**src/dgrc_pkg.sv**
```systemverilog
// dgrc_pkg: register map, field layout, reset values and timing of the
// dac group range and clamp control.
// assumes an 8-bit register address space and a 50 MHz mclk.
package dgrc_pkg;

   // -------------------------------------------------------------------
   // register offsets
   // -------------------------------------------------------------------
   localparam logic [7:0] ADDR_DEV_CFG  = 8'h02;
   localparam logic [7:0] ADDR_RANGE_LO = 8'h1e;
   localparam logic [7:0] ADDR_RANGE_HI = 8'h1f;
   localparam logic [7:0] ADDR_GEN_STAT = 8'h72;
   localparam logic [7:0] ADDR_PD_LO    = 8'hb2;
   localparam logic [7:0] ADDR_PD_HI    = 8'hb3;

   // -------------------------------------------------------------------
   // fields
   // -------------------------------------------------------------------
   localparam int CFG_AUTO_CLAMP_BIT = 0;  // clamp on alarm enable
   localparam int CFG_RELEASE_BIT    = 1;  // write 1 releases clamps
   localparam int STAT_BUSY_BIT      = 4;  // detector running
   localparam int RANGE_FIELD_W      = 4;  // one nibble per group

   // -------------------------------------------------------------------
   // reset values
   // -------------------------------------------------------------------
   localparam logic [7:0] DEV_CFG_RST = 8'h00;
   localparam logic [7:0] PD_RST      = 8'h00;
   localparam logic [3:0] CLAMP_RST   = 4'hf;

   // -------------------------------------------------------------------
   // range codes
   // -------------------------------------------------------------------
   typedef enum logic [1:0] {
      RANGE_POS5  = 2'h0,
      RANGE_POS10 = 2'h1,
      RANGE_NEG5  = 2'h2,
      RANGE_NEG10 = 2'h3
   } dgrc_range_t;

   // -------------------------------------------------------------------
   // timing
   // -------------------------------------------------------------------
   localparam int MCLK_PERIOD_NS  = 20;
   localparam int DET_SETTLE_NS   = 1000;
   localparam int DET_SETTLE_CYC  = (DET_SETTLE_NS + MCLK_PERIOD_NS - 1) / MCLK_PERIOD_NS;

endpackage

```
**src/dgrc_det_if.sv**
```systemverilog
// dgrc_det_if: link between the control block and the auto-range detector.
// assumes one clock domain, mclk.
`timescale 1ns/100ps
`default_nettype none
interface dgrc_det_if;
   logic       trig;    // start or restart a detection
   logic [3:0] below;   // per group: supply pin below threshold
   logic       done;    // detection finished
   logic       busy;    // detection in progress
   logic [3:0] result;  // captured below flags

   modport ctrl (output trig, below, input done, busy, result);
   modport det  (input trig, below, output done, busy, result);
endinterface
`default_nettype wire

```
**src/dgrc_top.sv**
```systemverilog
// dgrc_top: range and clamp control for sixteen dac channels in four groups,
// with auto-range detection and the register file behind the serial port.
// assumes the serial port decodes frames into one-cycle read/write strobes.
`timescale 1ns/100ps
`default_nettype none

// Contract
// - sixteen channels in four groups of four
// - one range and clamp per group
// - reset forces every output to clamp
// - reset returns dac data to defaults
// - below threshold selects minus ten range
// - above threshold selects zero-five range
// - detection outcome readable in general status
// - power-down or config write reruns detection
// - host range writes apply per group
// - optional clamp on alarm event
module dgrc_top #(
   parameter int SETTLE_CYC = dgrc_pkg::DET_SETTLE_CYC
) (
   input  wire logic        mclk,          // system clock, 50 MHz
   input  wire logic        resetn,        // async reset, active low
   input  wire logic        ce,            // clock enable, freezes state when low
   input  wire logic        reg_wr,        // register write strobe
   input  wire logic        reg_rd,        // register read strobe
   input  wire logic [7:0]  reg_addr,      // register address
   input  wire logic [7:0]  reg_wdata,     // register write data
   input  wire logic [3:0]  grp_below_thr, // per group supply pin below threshold
   input  wire logic        alarm_event,   // alarm detected
   output logic      [7:0]  reg_rdata,     // read data
   output logic             reg_rvalid,    // read data valid pulse
   output logic      [7:0]  grp_range,     // two bits of range per group
   output logic      [15:0] chan_clamp,    // per channel forced to clamp
   output logic      [15:0] chan_pd,       // per channel power down
   output logic             dac_defaults   // dac data and latches to default
);
   // -------------------------------------------------------------------
   // registers
   // -------------------------------------------------------------------
   dgrc_det_if  det_if ();
   logic [7:0]  dev_cfg_r;
   logic [15:0] pd_r;
   logic [3:0]  clamp_grp_r;
   logic        rst_pend_r;
   logic        trig_r;

   wire acc_wr   = ce && reg_wr;
   wire wr_cfg   = acc_wr && (reg_addr == dgrc_pkg::ADDR_DEV_CFG);
   wire wr_pd_lo = acc_wr && (reg_addr == dgrc_pkg::ADDR_PD_LO);
   wire wr_pd_hi = acc_wr && (reg_addr == dgrc_pkg::ADDR_PD_HI);
   wire wr_rlo   = acc_wr && (reg_addr == dgrc_pkg::ADDR_RANGE_LO);
   wire wr_rhi   = acc_wr && (reg_addr == dgrc_pkg::ADDR_RANGE_HI);
   wire det_done = ce && det_if.done;
   wire auto_en  = dev_cfg_r[dgrc_pkg::CFG_AUTO_CLAMP_BIT];
   wire release_w = wr_cfg && reg_wdata[dgrc_pkg::CFG_RELEASE_BIT];

   always_ff @(posedge mclk or negedge resetn) begin
      if (!resetn) begin
         dev_cfg_r <= dgrc_pkg::DEV_CFG_RST;
      end else if (wr_cfg) begin
         // release bit is a command and is not stored
         dev_cfg_r <= reg_wdata & ~(8'h01 << dgrc_pkg::CFG_RELEASE_BIT);
      end
   end

   always_ff @(posedge mclk or negedge resetn) begin
      if (!resetn) begin
         pd_r <= {2{dgrc_pkg::PD_RST}};
      end else begin
         if (wr_pd_lo) pd_r[7:0] <= reg_wdata;
         if (wr_pd_hi) pd_r[15:8] <= reg_wdata;
      end
   end

   // -------------------------------------------------------------------
   // detection trigger
   // -------------------------------------------------------------------
   always_ff @(posedge mclk or negedge resetn) begin
      if (!resetn) begin
         rst_pend_r <= 1'b1;
         trig_r     <= 1'b0;
      end else if (ce) begin
         rst_pend_r <= 1'b0;
         trig_r     <= rst_pend_r || wr_cfg || wr_pd_lo || wr_pd_hi;
      end
   end

   assign det_if.trig  = trig_r;
   assign det_if.below = grp_below_thr;

   dgrc_autorange #(
      .SETTLE_CYC (SETTLE_CYC)
   ) u_det (
      .mclk   (mclk),
      .resetn (resetn),
      .ce     (ce),
      .det    (det_if.det)
   );

   // -------------------------------------------------------------------
   // per group range and clamp
   // -------------------------------------------------------------------
   logic [7:0] det_range;

   genvar g;
   generate
      for (g = 0; g < 4; g++) begin : g_grp
         localparam int LANE = (g % 2) * dgrc_pkg::RANGE_FIELD_W;

         assign det_range[2*g +: 2] = det_if.result[g] ? dgrc_pkg::RANGE_NEG10
                                                       : dgrc_pkg::RANGE_POS5;

         always_ff @(posedge mclk or negedge resetn) begin
            if (!resetn) begin
               grp_range[2*g +: 2] <= dgrc_pkg::RANGE_POS5;
            end else if (det_done) begin
               // detection overrides the host value
               grp_range[2*g +: 2] <= det_range[2*g +: 2];
            end else if ((g < 2) ? wr_rlo : wr_rhi) begin
               grp_range[2*g +: 2] <= reg_wdata[LANE +: 2];
            end
         end

         always_ff @(posedge mclk or negedge resetn) begin
            if (!resetn) begin
               clamp_grp_r[g] <= dgrc_pkg::CLAMP_RST[g];
            end else if (ce && alarm_event && auto_en) begin
               clamp_grp_r[g] <= 1'b1;
            end else if (release_w) begin
               clamp_grp_r[g] <= 1'b0;
            end
         end
      end
   endgenerate

   // -------------------------------------------------------------------
   // per channel outputs
   // -------------------------------------------------------------------
   genvar c;
   generate
      for (c = 0; c < 16; c++) begin : g_ch
         always_ff @(posedge mclk or negedge resetn) begin
            if (!resetn) begin
               chan_clamp[c] <= 1'b1;
               chan_pd[c]    <= 1'b0;
            end else if (ce) begin
               chan_clamp[c] <= clamp_grp_r[c / 4];
               chan_pd[c]    <= pd_r[c];
            end
         end
      end
   endgenerate

   always_ff @(posedge mclk or negedge resetn) begin
      if (!resetn) dac_defaults <= 1'b1;
      else if (ce) dac_defaults <= 1'b0;
   end

   // -------------------------------------------------------------------
   // read path
   // -------------------------------------------------------------------
   logic [7:0] rd_mux;

   always_comb begin
      rd_mux = 8'h00;
      unique case (reg_addr)
         dgrc_pkg::ADDR_DEV_CFG:  rd_mux = dev_cfg_r;
         dgrc_pkg::ADDR_RANGE_LO: rd_mux = {2'h0, grp_range[3:2], 2'h0, grp_range[1:0]};
         dgrc_pkg::ADDR_RANGE_HI: rd_mux = {2'h0, grp_range[7:6], 2'h0, grp_range[5:4]};
         dgrc_pkg::ADDR_GEN_STAT: rd_mux = {3'h0, det_if.busy, det_if.result};
         dgrc_pkg::ADDR_PD_LO:    rd_mux = pd_r[7:0];
         dgrc_pkg::ADDR_PD_HI:    rd_mux = pd_r[15:8];
         default:                 rd_mux = 8'h00;
      endcase
   end

   always_ff @(posedge mclk or negedge resetn) begin
      if (!resetn) begin
         reg_rdata  <= 8'h00;
         reg_rvalid <= 1'b0;
      end else if (ce) begin
         reg_rvalid <= reg_rd;
         if (reg_rd) reg_rdata <= rd_mux;
      end
   end

   logic [15:0] clamp_exp;
   assign clamp_exp = {{4{clamp_grp_r[3]}}, {4{clamp_grp_r[2]}},
                       {4{clamp_grp_r[1]}}, {4{clamp_grp_r[0]}}};

   // -------------------------------------------------------------------
   // per group detection outcome and shared channel state
   // -------------------------------------------------------------------
   genvar k;
   generate
      for (k = 0; k < 4; k++) begin : g_chk

      end
   endgenerate

   // -------------------------------------------------------------------
   // detection length
   // -------------------------------------------------------------------
   // busy time of one detection, bounded by the settle count
   logic [8:0] busy_cnt_r;

   always_ff @(posedge mclk or negedge resetn) begin
      if (!resetn) begin
         busy_cnt_r <= 9'h000;
      end else if (ce) begin
         if (!det_if.busy || det_if.trig) busy_cnt_r <= 9'h000;
         else busy_cnt_r <= busy_cnt_r + 9'h001;
      end
   end
endmodule
`default_nettype wire

```
**src/dgrc_autorange.sv**
```systemverilog
// dgrc_autorange: waits for the group supply comparators to settle, then
// captures one below-threshold flag per group.
// assumes comparator outputs synchronous to mclk.
`timescale 1ns/100ps
`default_nettype none
module dgrc_autorange #(
   parameter int SETTLE_CYC = dgrc_pkg::DET_SETTLE_CYC
) (
   input  wire logic mclk,    // system clock
   input  wire logic resetn,  // async reset, active low
   input  wire logic ce,      // clock enable
   dgrc_det_if.det   det      // detector link
);
   typedef enum logic {DGRC_IDLE, DGRC_SETTLE} dgrc_det_st_t;

   dgrc_det_st_t st_r;
   logic [7:0]   cnt_r;

   always_ff @(posedge mclk or negedge resetn) begin
      if (!resetn) begin
         st_r  <= DGRC_IDLE;
         cnt_r <= 8'h00;
      end else if (ce) begin
         unique case (st_r)
            DGRC_IDLE: begin
               cnt_r <= 8'h00;
               if (det.trig) st_r <= DGRC_SETTLE;
            end
            DGRC_SETTLE: begin
               // a new trigger restarts the settle wait
               if (det.trig) begin
                  cnt_r <= 8'h00;
               end else if (cnt_r == 8'(SETTLE_CYC - 1)) begin
                  st_r <= DGRC_IDLE;
               end else begin
                  cnt_r <= cnt_r + 8'h01;
               end
            end
         endcase
      end
   end

   wire capture = (st_r == DGRC_SETTLE) && !det.trig && (cnt_r == 8'(SETTLE_CYC - 1));

   always_ff @(posedge mclk or negedge resetn) begin
      if (!resetn) det.done <= 1'b0;
      else if (ce) det.done <= capture;
   end

   genvar g;
   generate
      for (g = 0; g < 4; g++) begin : g_grp
         always_ff @(posedge mclk or negedge resetn) begin
            if (!resetn) det.result[g] <= 1'b0;
            else if (ce && capture) det.result[g] <= det.below[g];
         end
      end
   endgenerate

   assign det.busy = (st_r == DGRC_SETTLE);
endmodule
`default_nettype wire

```
**config.mk**
```make
export PLATFORM = sky130hd
export DESIGN_NAME = dgrc_top
export DESIGN_NICKNAME = d
export VERILOG_FILES = /design/src/dgrc_pkg.sv /design/src/dgrc_det_if.sv /design/src/dgrc_top.sv /design/src/dgrc_autorange.sv
export SDC_FILE = /design/constraint.sdc
export NUM_CORES = 1
export LEC_CHECK = 0
export ABC_AREA = 0
export BUFFER_PORTS_ARGS = -buffer_cell sky130_fd_sc_hd__buf_2
export CELL_PAD_IN_SITES_DETAIL_PLACEMENT = 0
export CELL_PAD_IN_SITES_GLOBAL_PLACEMENT = 1
export CORE_MARGIN = 2
export CORE_UTILIZATION = 43
export DETAILED_ROUTE_END_ITERATION = 8
export PLACE_DENSITY = 0.8
export SYNTH_ARGS = -nofsm -noshare
export SYNTH_HDL_FRONTEND = slang
export SYNTH_SLANG_ARGS = --single-unit
```
**constraint.sdc**
```tcl
create_clock -name mclk -period 2.82 [get_ports mclk]
set_clock_uncertainty 0.15 [all_clocks]
set_input_delay 0 -clock mclk [delete_from_list [all_inputs] [get_ports mclk]]
set_output_delay 0 -clock mclk [all_outputs]
set_load 0.01 [all_outputs]
```
==> impl_results.md, run 1 <==
* Status: finished, final reports clean
* CTS max path bufs at 2
* DP HPWL at ~5.9 mm
* Critical Path AT at approximately 2700 ps
* Layout cell share with drive strength beyond 1 at between 30% and 40%
* Setup ws final at between 200 and 300 ps
* # resized after CTS at 0
* CP Class: in -> reg
* Number of synthesized flops with an enable pin at 0
* Row cnt at 33
* CP max stage cell: dlygate4sd3_1
* Worst slack, placed at 684 ps
* DRT antenna net count at 0
* Cts bufs inserted at 9
* H-tree depth at 3
* Post-Route WL at 8.33 mm
* Clock transition at path regs at around 70 ps
* Ant. Diodes at 0
* CP dominant cell by count: dlygate4sd3_1
* Cell internal pwr at between 1.5 and 2 mW
* Routed wire per std cell at 17.1 um
* Peak supply drop at approximately 0.00025 V
* Hold Buf Count CTS at 20
* CTS Root Cell: clkbuf_8
* Post-synthesis mux area share at about a fifth
* Comb pwr share at about an eighth
* Fmax at 394 MHz
* Seq/Total Area, Yosys at between 50 and 60%
* Buffers on Ports at 75
* DR vias at between 2000 and 3000
* Vias in the first global route at ~2500
* Relative slew slack at between 40% and 50%
* Final nets at slightly above 400
* Total GRT Usage at just under 20%
* Synth Area in Adders at 0.702%
* Met2 GRT Util at 31.8%
* Die ar. at between 0.009 and 0.01 sq mm
* Setup crit start kind: primary input
* Crit path cell chain: dlygate4sd3_1, buf_2, nand3b_1, nor3b_4, nand2_1, a32o_1, dlygate4sd3_1
* Tightest Pin Transition at about 800 ps
* Top_reg_cell synth: dfrtp_1
* Ys async rst share at between 90% and 100%
* Ys Warns at 0
* Crit-path max FO at 19
* Final min period at around 2500 ps
* Setup TNS at 0 ps
* Iteration-0 DRC Markers at 156
* Synth Area in Compound Gates at 10.5%
* Largest family of logic cells by synthesized area: multiplexers
* Final setup viols at 0
* Clk pwr share at between 30% and 40%
* CTS tree: built
* Overflow after GRT at 0
* Simple-Gate Fraction of Synth Area at between 10% and 20%
* Post-Syn Area at around 0.0036 sq mm
* Critical path capture point type: register
* Max Cap Violations at 0
* Initial Util at a little over two fifths
* Post-Synth XOR/XNOR Area at 0%
* Sw Ratio at 27.4%
* Synth unique cells at between 50 and 60
* Req. time, crit path at about 2900 ps
* Net load switching power at between 0.5 and 0.6 mW
* Sequential Power Share at between 50% and 60%
* Worst skew pair latency at approximately 350 ps
* Hold Path Class: in -> reg
* Avg Cell Area, Syn at between 10 and 15 sq um
* Fin. Hold Viols at 0
* Die Ht at about 95 um
* Global-route wire length before repair at 13.3 mm
* Synth top area share at roughly half
* Initial antenna violation count at 0
* Post-synth top area cell: dfrtp_1
* Pins Over Slew Limit at 0
* Routability Congestion at 0.840
* DRC at 0
* GR Util met1 at a little over a quarter
* Boundary pin count at 76
* Layout Utilization at 53.1%
* Worst path max stage delay at roughly 550 ps
* Core area at 0.00813 sq mm
* Synth Instances at around 300
* CTS Sinks at 74
* Final worst-path cycle share at roughly nine tenths
* Top post-synthesis cells by area: dfrtp_1, mux2_2, mux2i_1, buf_4, dfstp_2
* Vias per std cell at about 5.3
* GR peak layer: met2
* Chip width at between 90 and 100 um
* RSZ-0062 raised after global routing: false
* Detailed Routing Iterations Pass 1 at 4
* Flops & latches, synth at 74
* Leak Pwr at between 2 and 2.5 nW
* Postcts setup bufs at 0
* Pwr/cell area at between 500 and 600 mW/mm^2
* Area grow syn2layout at 21.2%
* Met3 GRT Util at 3.40%
* Syn_nets at approximately 320
* Largest net degree at the start of global routing at 42
-- metrics by stage --
stage | hold WS [ps] | power, mW | cells | area [sq um]
2_1_floorplan | -446 | 1.35 | 296 | 3570
3_3_place_gp | -22.3 | 1.43 | 451 | 3940
3_5_place_dp | -17.6 | 1.44 | 451 | 3940
4_1_cts | 66.4 | 2.21 | 487 | 4320
5_1_grt | 101 | 2.29 | 487 | 4320
6_report | 66.7 | 2.19 | 487 | 4320
-- cells in the final DEF (no fill, tap or decap), types with 5 or more instances in the layout --
master,Yosys,routed
a21oi_1,13,13
buf_2,7,75
o21ai_0,8,8
dlygate4sd3_1,0,20
nor2_1,15,15
nand2_1,15,15
dfrtp_1,71,71
mux2_2,41,41
a31oi_1,7,7
clkbuf_8,0,10
mux2i_1,16,16
nand3_1,8,8
o31ai_1,5,5
-- flip-flops by register name (all words and copies together) (netlist names) --
signal and count:
grp_range 8, reg_rdata 8, u_det.det.result 4, pd_r 16
dac_defaults 1, u_det.det.done 1, u_det.det.busy 1, chan_clamp 1
dev_cfg_r 7, u_det.cnt_r 8, clamp_exp 1, det_if.trig 1
chan_pd 16, reg_rvalid 1
-- metal layers --
layer  routed length, um  up-vias
met5                   0        -
met4                 108        0
met3                 337       12
met2                4050       74
met1                3830     1284
li1                    -     1232
-- cell usage after synthesis, types with 3 or more instances --
library cell / number
nand3b_1: 3
a21oi_1: 13
buf_4: 15
dfrtp_1: 71
dfstp_2: 3
nand2_1: 15
o21ai_0: 8
clkbuf_1: 5
mux2_2: 41
and3_1: 3
a22o_1: 4
mux2_1: 4
nor2_1: 15
buf_2: 7
a31oi_1: 7
o22a_1: 3
mux2i_1: 16
nand2b_1: 3
o31ai_1: 5
nand3_1: 8
-- power by group through the flow --
stage	clock network, mW	registers [mW]	logic (mW)
floorplan	0	1.17	0.185
global placement	0	1.17	0.265
detailed placement	0	1.17	0.272
CTS	0.765	1.15	0.295
global route	0.807	1.16	0.322
finish	0.747	1.15	0.291
-- worst paths after layout --
check | start | to | slack, ps | cells after the start
worst min register to register | reg_rdata[6]$_DFFE_PN0P_ | reg_rdata[6]$_DFFE_PN0P_ | 330 | 2
max in group asynchronous | resetn | dac_defaults$_DFFE_PN1P_ | 1660 | 3
worst max-delay path | ce | clamp_exp[12]$_DFFE_PN1P_ | 280 | 7
worst max register to register | u_det.cnt_r[1]$_DFFE_PN0P_ | u_det.det.result[2]$_DFFE_PN0P_ | 680 | 6
min in group asynchronous | resetn | reg_rdata[3]$_DFFE_PN0P_ | 130 | 2
worst min-delay path | reg_addr[6] | det_if.trig$_DFFE_PN0P_ | 70 | 4
-- worst max-delay path, delay by kind of cell --
kind / cells / cell delay, ps
AO/OA/AOI/OAI: 1 / 220
buffers and inverters: 3 / 1440
AND/OR/NAND/NOR: 3 / 1000
-- cell type report --
| type | count | area (sq um) |
|---|---|---|
| Multi-Input combinational cell | 191 | 1530 |
| Timing Repair Buffer | 99 | 618 |
| Clock buffer | 11 | 141 |
| Fill cell | 739 | 3810 |
| Tap cell | 105 | 131 |
| Sequential cell | 74 | 1860 |
| Clock inverter | 5 | 37.5 |
| Inverter | 2 | 7.51 |
-- kinds of logic after synthesis --
| logic type | Yosys count |
|---|---|
| compound gates | 56 |
| fa+ha+maj | 2 |
| buf+inv | 31 |
| flops | 74 |
| mux | 61 |
| simple gates | 72 |
No activity file was read; power rests on OpenSTA's default activity.
==> run 2, diff against run 1 <==
SYNTH_HIERARCHICAL = 1   (was unset)
==> impl_results.md, run 2 <==
* Global-route wire length before repair at 12.9 mm (-3.1%)
* Req. time, crit path at 2950 ps (about the same)
* Final nets at 402 (-0.74%)
* DRT antenna net count at 0 (unchanged)
* Most frequent cells in the layout: buf_2, dfrtp_1, mux2_2
* Initial Util at 43.6% (-0.21 points)
* Area grow syn2layout at 23.7%
* Max Cap Violations at 0 (unchanged)
* Pins Over Slew Limit at 0 (unchanged)
* Initial antenna violation count at 0 (unchanged)
* Number of synthesized flops with an enable pin at 0 (unchanged)
* Pwr/cell area at 595 mW/mm^2 (+18%)
* Synth top area share at 50.3% (+0.49 points)
* Crit-path max FO at 10 (-9)
* Detailed Routing Iterations Pass 1 at 4 (unchanged)
* Vias per std cell at 5.40 (+1.0%)
* Die Ht at 94.6 um (-0.47%)
* Post-DP Area at 0.00393 sq mm (-0.22%)
* Hold Slack at 59.0 ps (-7.64 ps)
* DR vias at 2612 (+0.38%)
* Post-synth top area cell: dfrtp_1
* Avg Cell Area, Syn at 12.1 sq um (+0.72%)
* Final setup viols at 0 (unchanged)
* DP HPWL at 5.77 mm (-2.5%)
* H-tree depth at 3 (unchanged)
* Post-Layout Inst Area at 0.00437 sq mm (+1.1%)
* Vias in the first global route at 2498 (-0.79%)
* Most common cell after layout, fill and taps aside: buf_2
* Die ar. at 0.00895 sq mm (-0.94%)
* Leak Pwr at 2.14 nW (-0.62%)
* Routed wire per std cell at 16.7 um (-2.6%)
* CTS Root Cell: clkbuf_8
* Ys Warns at 6 (+6)
* CTS max path bufs at 2 (unchanged)
* Postcts setup bufs at 0 (unchanged)
* Largest net degree at the start of global routing at 40 (-4.8%)
* Hold Path Class: in -> reg
* DRC at 0 (unchanged)
* Ys async rst share at 100% (unchanged)
* Clock transition at path regs at 80 ps (about the same)
* Synth unique cells at 53 (unchanged)
* Peak supply drop at 0.000293 V (+19%)
* Chip width at 94.6 um (-0.47%)
* Layout cell share with drive strength beyond 1 at 40.9% (+1.4 points)
* Status: finished, final reports clean
* Top_reg_cell synth: dfrtp_1
* Setup TNS at 0 ps (unchanged)
* Relative slew slack at 38.5% (-8.1 points)
* Final min period at 2260 ps (-274 ps)
* CP Class: in -> reg
* Fmax at 442 MHz (+12%)
* Fin. Hold Viols at 0 (unchanged)
* Worst skew pair latency at 350 ps (about the same)
* Critical path capture point type: register
* Flops & latches, synth at 74 (unchanged)
* Final worst-path cycle share at 80.3% (-9.7 points)
* Buffers on Ports at 75 (unchanged)
* Post-Route WL at 8.06 mm (-3.2%)
* Post-Syn Area at 0.00353 sq mm (-0.98%)
* Ant. Diodes at 0 (unchanged)
* Syn_nets at 319 (-1.5%)
* R2r startpoint: u_det/cnt_r[1]$_DFFE_PN0P_
* CTS tree: built
* Tightest Pin Transition at 922 ps (+122 ps)
* Synth Instances at 291 (-1.7%)
* CP startpoint: reg_addr[0]
* Seq/Total Area, Yosys at 52.5% (+0.52 points)
* Setup crit start kind: primary input
* Hold Path Cell Cnt at 4 (unchanged)
* Core area at 0.00809 sq mm (-0.51%)
* Cts bufs inserted at 9 (unchanged)
* Total GRT Usage at 19.3% (-0.36 points)
* Top post-synthesis cells by area: dfrtp_1, mux2_2, buf_4, mux2i_1, dfstp_2
* HP Start: reg_addr[6]
* Boundary pin count at 76 (unchanged)
* Count leader, synth: dfrtp_1
* Regs by FF count: chan_pd x16, pd_r x16
* Iteration-0 DRC Markers at 125 (-20%)
* RSZ-0062 raised after global routing: false
* Row cnt at 33 (unchanged)
* CTS Sinks at 74 (unchanged)
* Critical Path AT at 2390 ps (-270 ps)
* Top post-synthesis cells by count: dfrtp_1, mux2_2, nand2_1
* Overflow after GRT at 0 (unchanged)
* Routability Congestion at 0.775 (-7.7%)
* R2R depth at 5 (-1)
run 2: cell count changes after synthesis, moves of 4 or more:
cell / before / now
nand3_1: 8 / 3
buf_2: 7 / 1
mux2i_1: 16 / 10
nor3_1: 0 / 6
a22oi_1: 2 / 6
mux2_1: 4 / 0
a31oi_1: 7 / 1
mux2_2: 41 / 48
nor2_1: 15 / 8
a221oi_1: 0 / 4
nand3b_1: 3 / 7
run 2: cell type report:
cell class	instances	area (sq um)
well taps	105	131
clock buffers	11	141
multi-input cells	187	1500
fillers	740	3720
clock inverters	5	125
repair buffers	98	603
flip-flops and latches	74	1860
inverters	4	15.0
run 2: worst paths after layout:
kind	endpoint	slack, ps
min reg2reg	reg_rdata[7]$_DFFE_PN0P_	330
max	clamp_exp[12]$_DFFE_PN1P_	560
max reg2reg	u_det/det.result[3]$_DFFE_PN0P_	760
max in group asynchronous	chan_clamp[11]$_DFFE_PN1P_	1570
min in group asynchronous	chan_pd[11]$_DFFE_PN0P_	150
min	reg_rdata[4]$_DFFE_PN0P_	60
run 2: routing by layer:
layer  track usage (%)  part of all wire (%)  wire [um]  up-vias
li1                  -                     -          -     1240
met1              26.3                    47       3810     1287
met2              29.7                    46       3680       75
met3              5.19                   5.3        427       10
met4              7.00                   1.8        144        0
met5                 0                     0          0        -
run 2: logic make-up after synthesis:
kind of cell,count (synthesis),share of synthesized area (%)
adder cells (fa/ha/maj),2,0.708
buffers and inverters,30,5.03
AND/OR/NAND/NOR,70,12.5
multiplexers,58,18.1
AO/OA/AOI/OAI,57,11.1
flip-flops,74,52.5
run 2: power breakdown:
group	total (mW)	switching, mW	internal [mW]
clock network	1.09	0.388	0.701
logic	0.330	0.175	0.155
registers	1.18	0.0592	1.12
total	2.60	0.622	1.98
run 2: per-stage QoR:
| step | power, mW | instances | utilization (%) | worst slack, ps |
|---|---|---|---|---|
| global route | 2.71 | 484 | 54.0 | 440 |
| detailed placement | 1.51 | 451 | 48.6 | 566 |
| CTS | 2.63 | 484 | 54.0 | 586 |
| finish | 2.60 | 484 | 54.0 | 556 |
| floorplan | 1.41 | 291 | - | 803 |
| global placement | 1.51 | 451 | 48.6 | 591 |
run 2: timing repair:
action / CTS / global route
hold buffers: 17 / 0
gates resized for setup: 0 / 0
endpoints found under the hold margin: 76 / 0
run 2: worst max-delay path, cell delays in order:
cell and delay (ps):
buf_2 180, or4b_1 680, nor4_4 570, nand2_1 170, a32o_1 230, dlygate4sd3_1 550
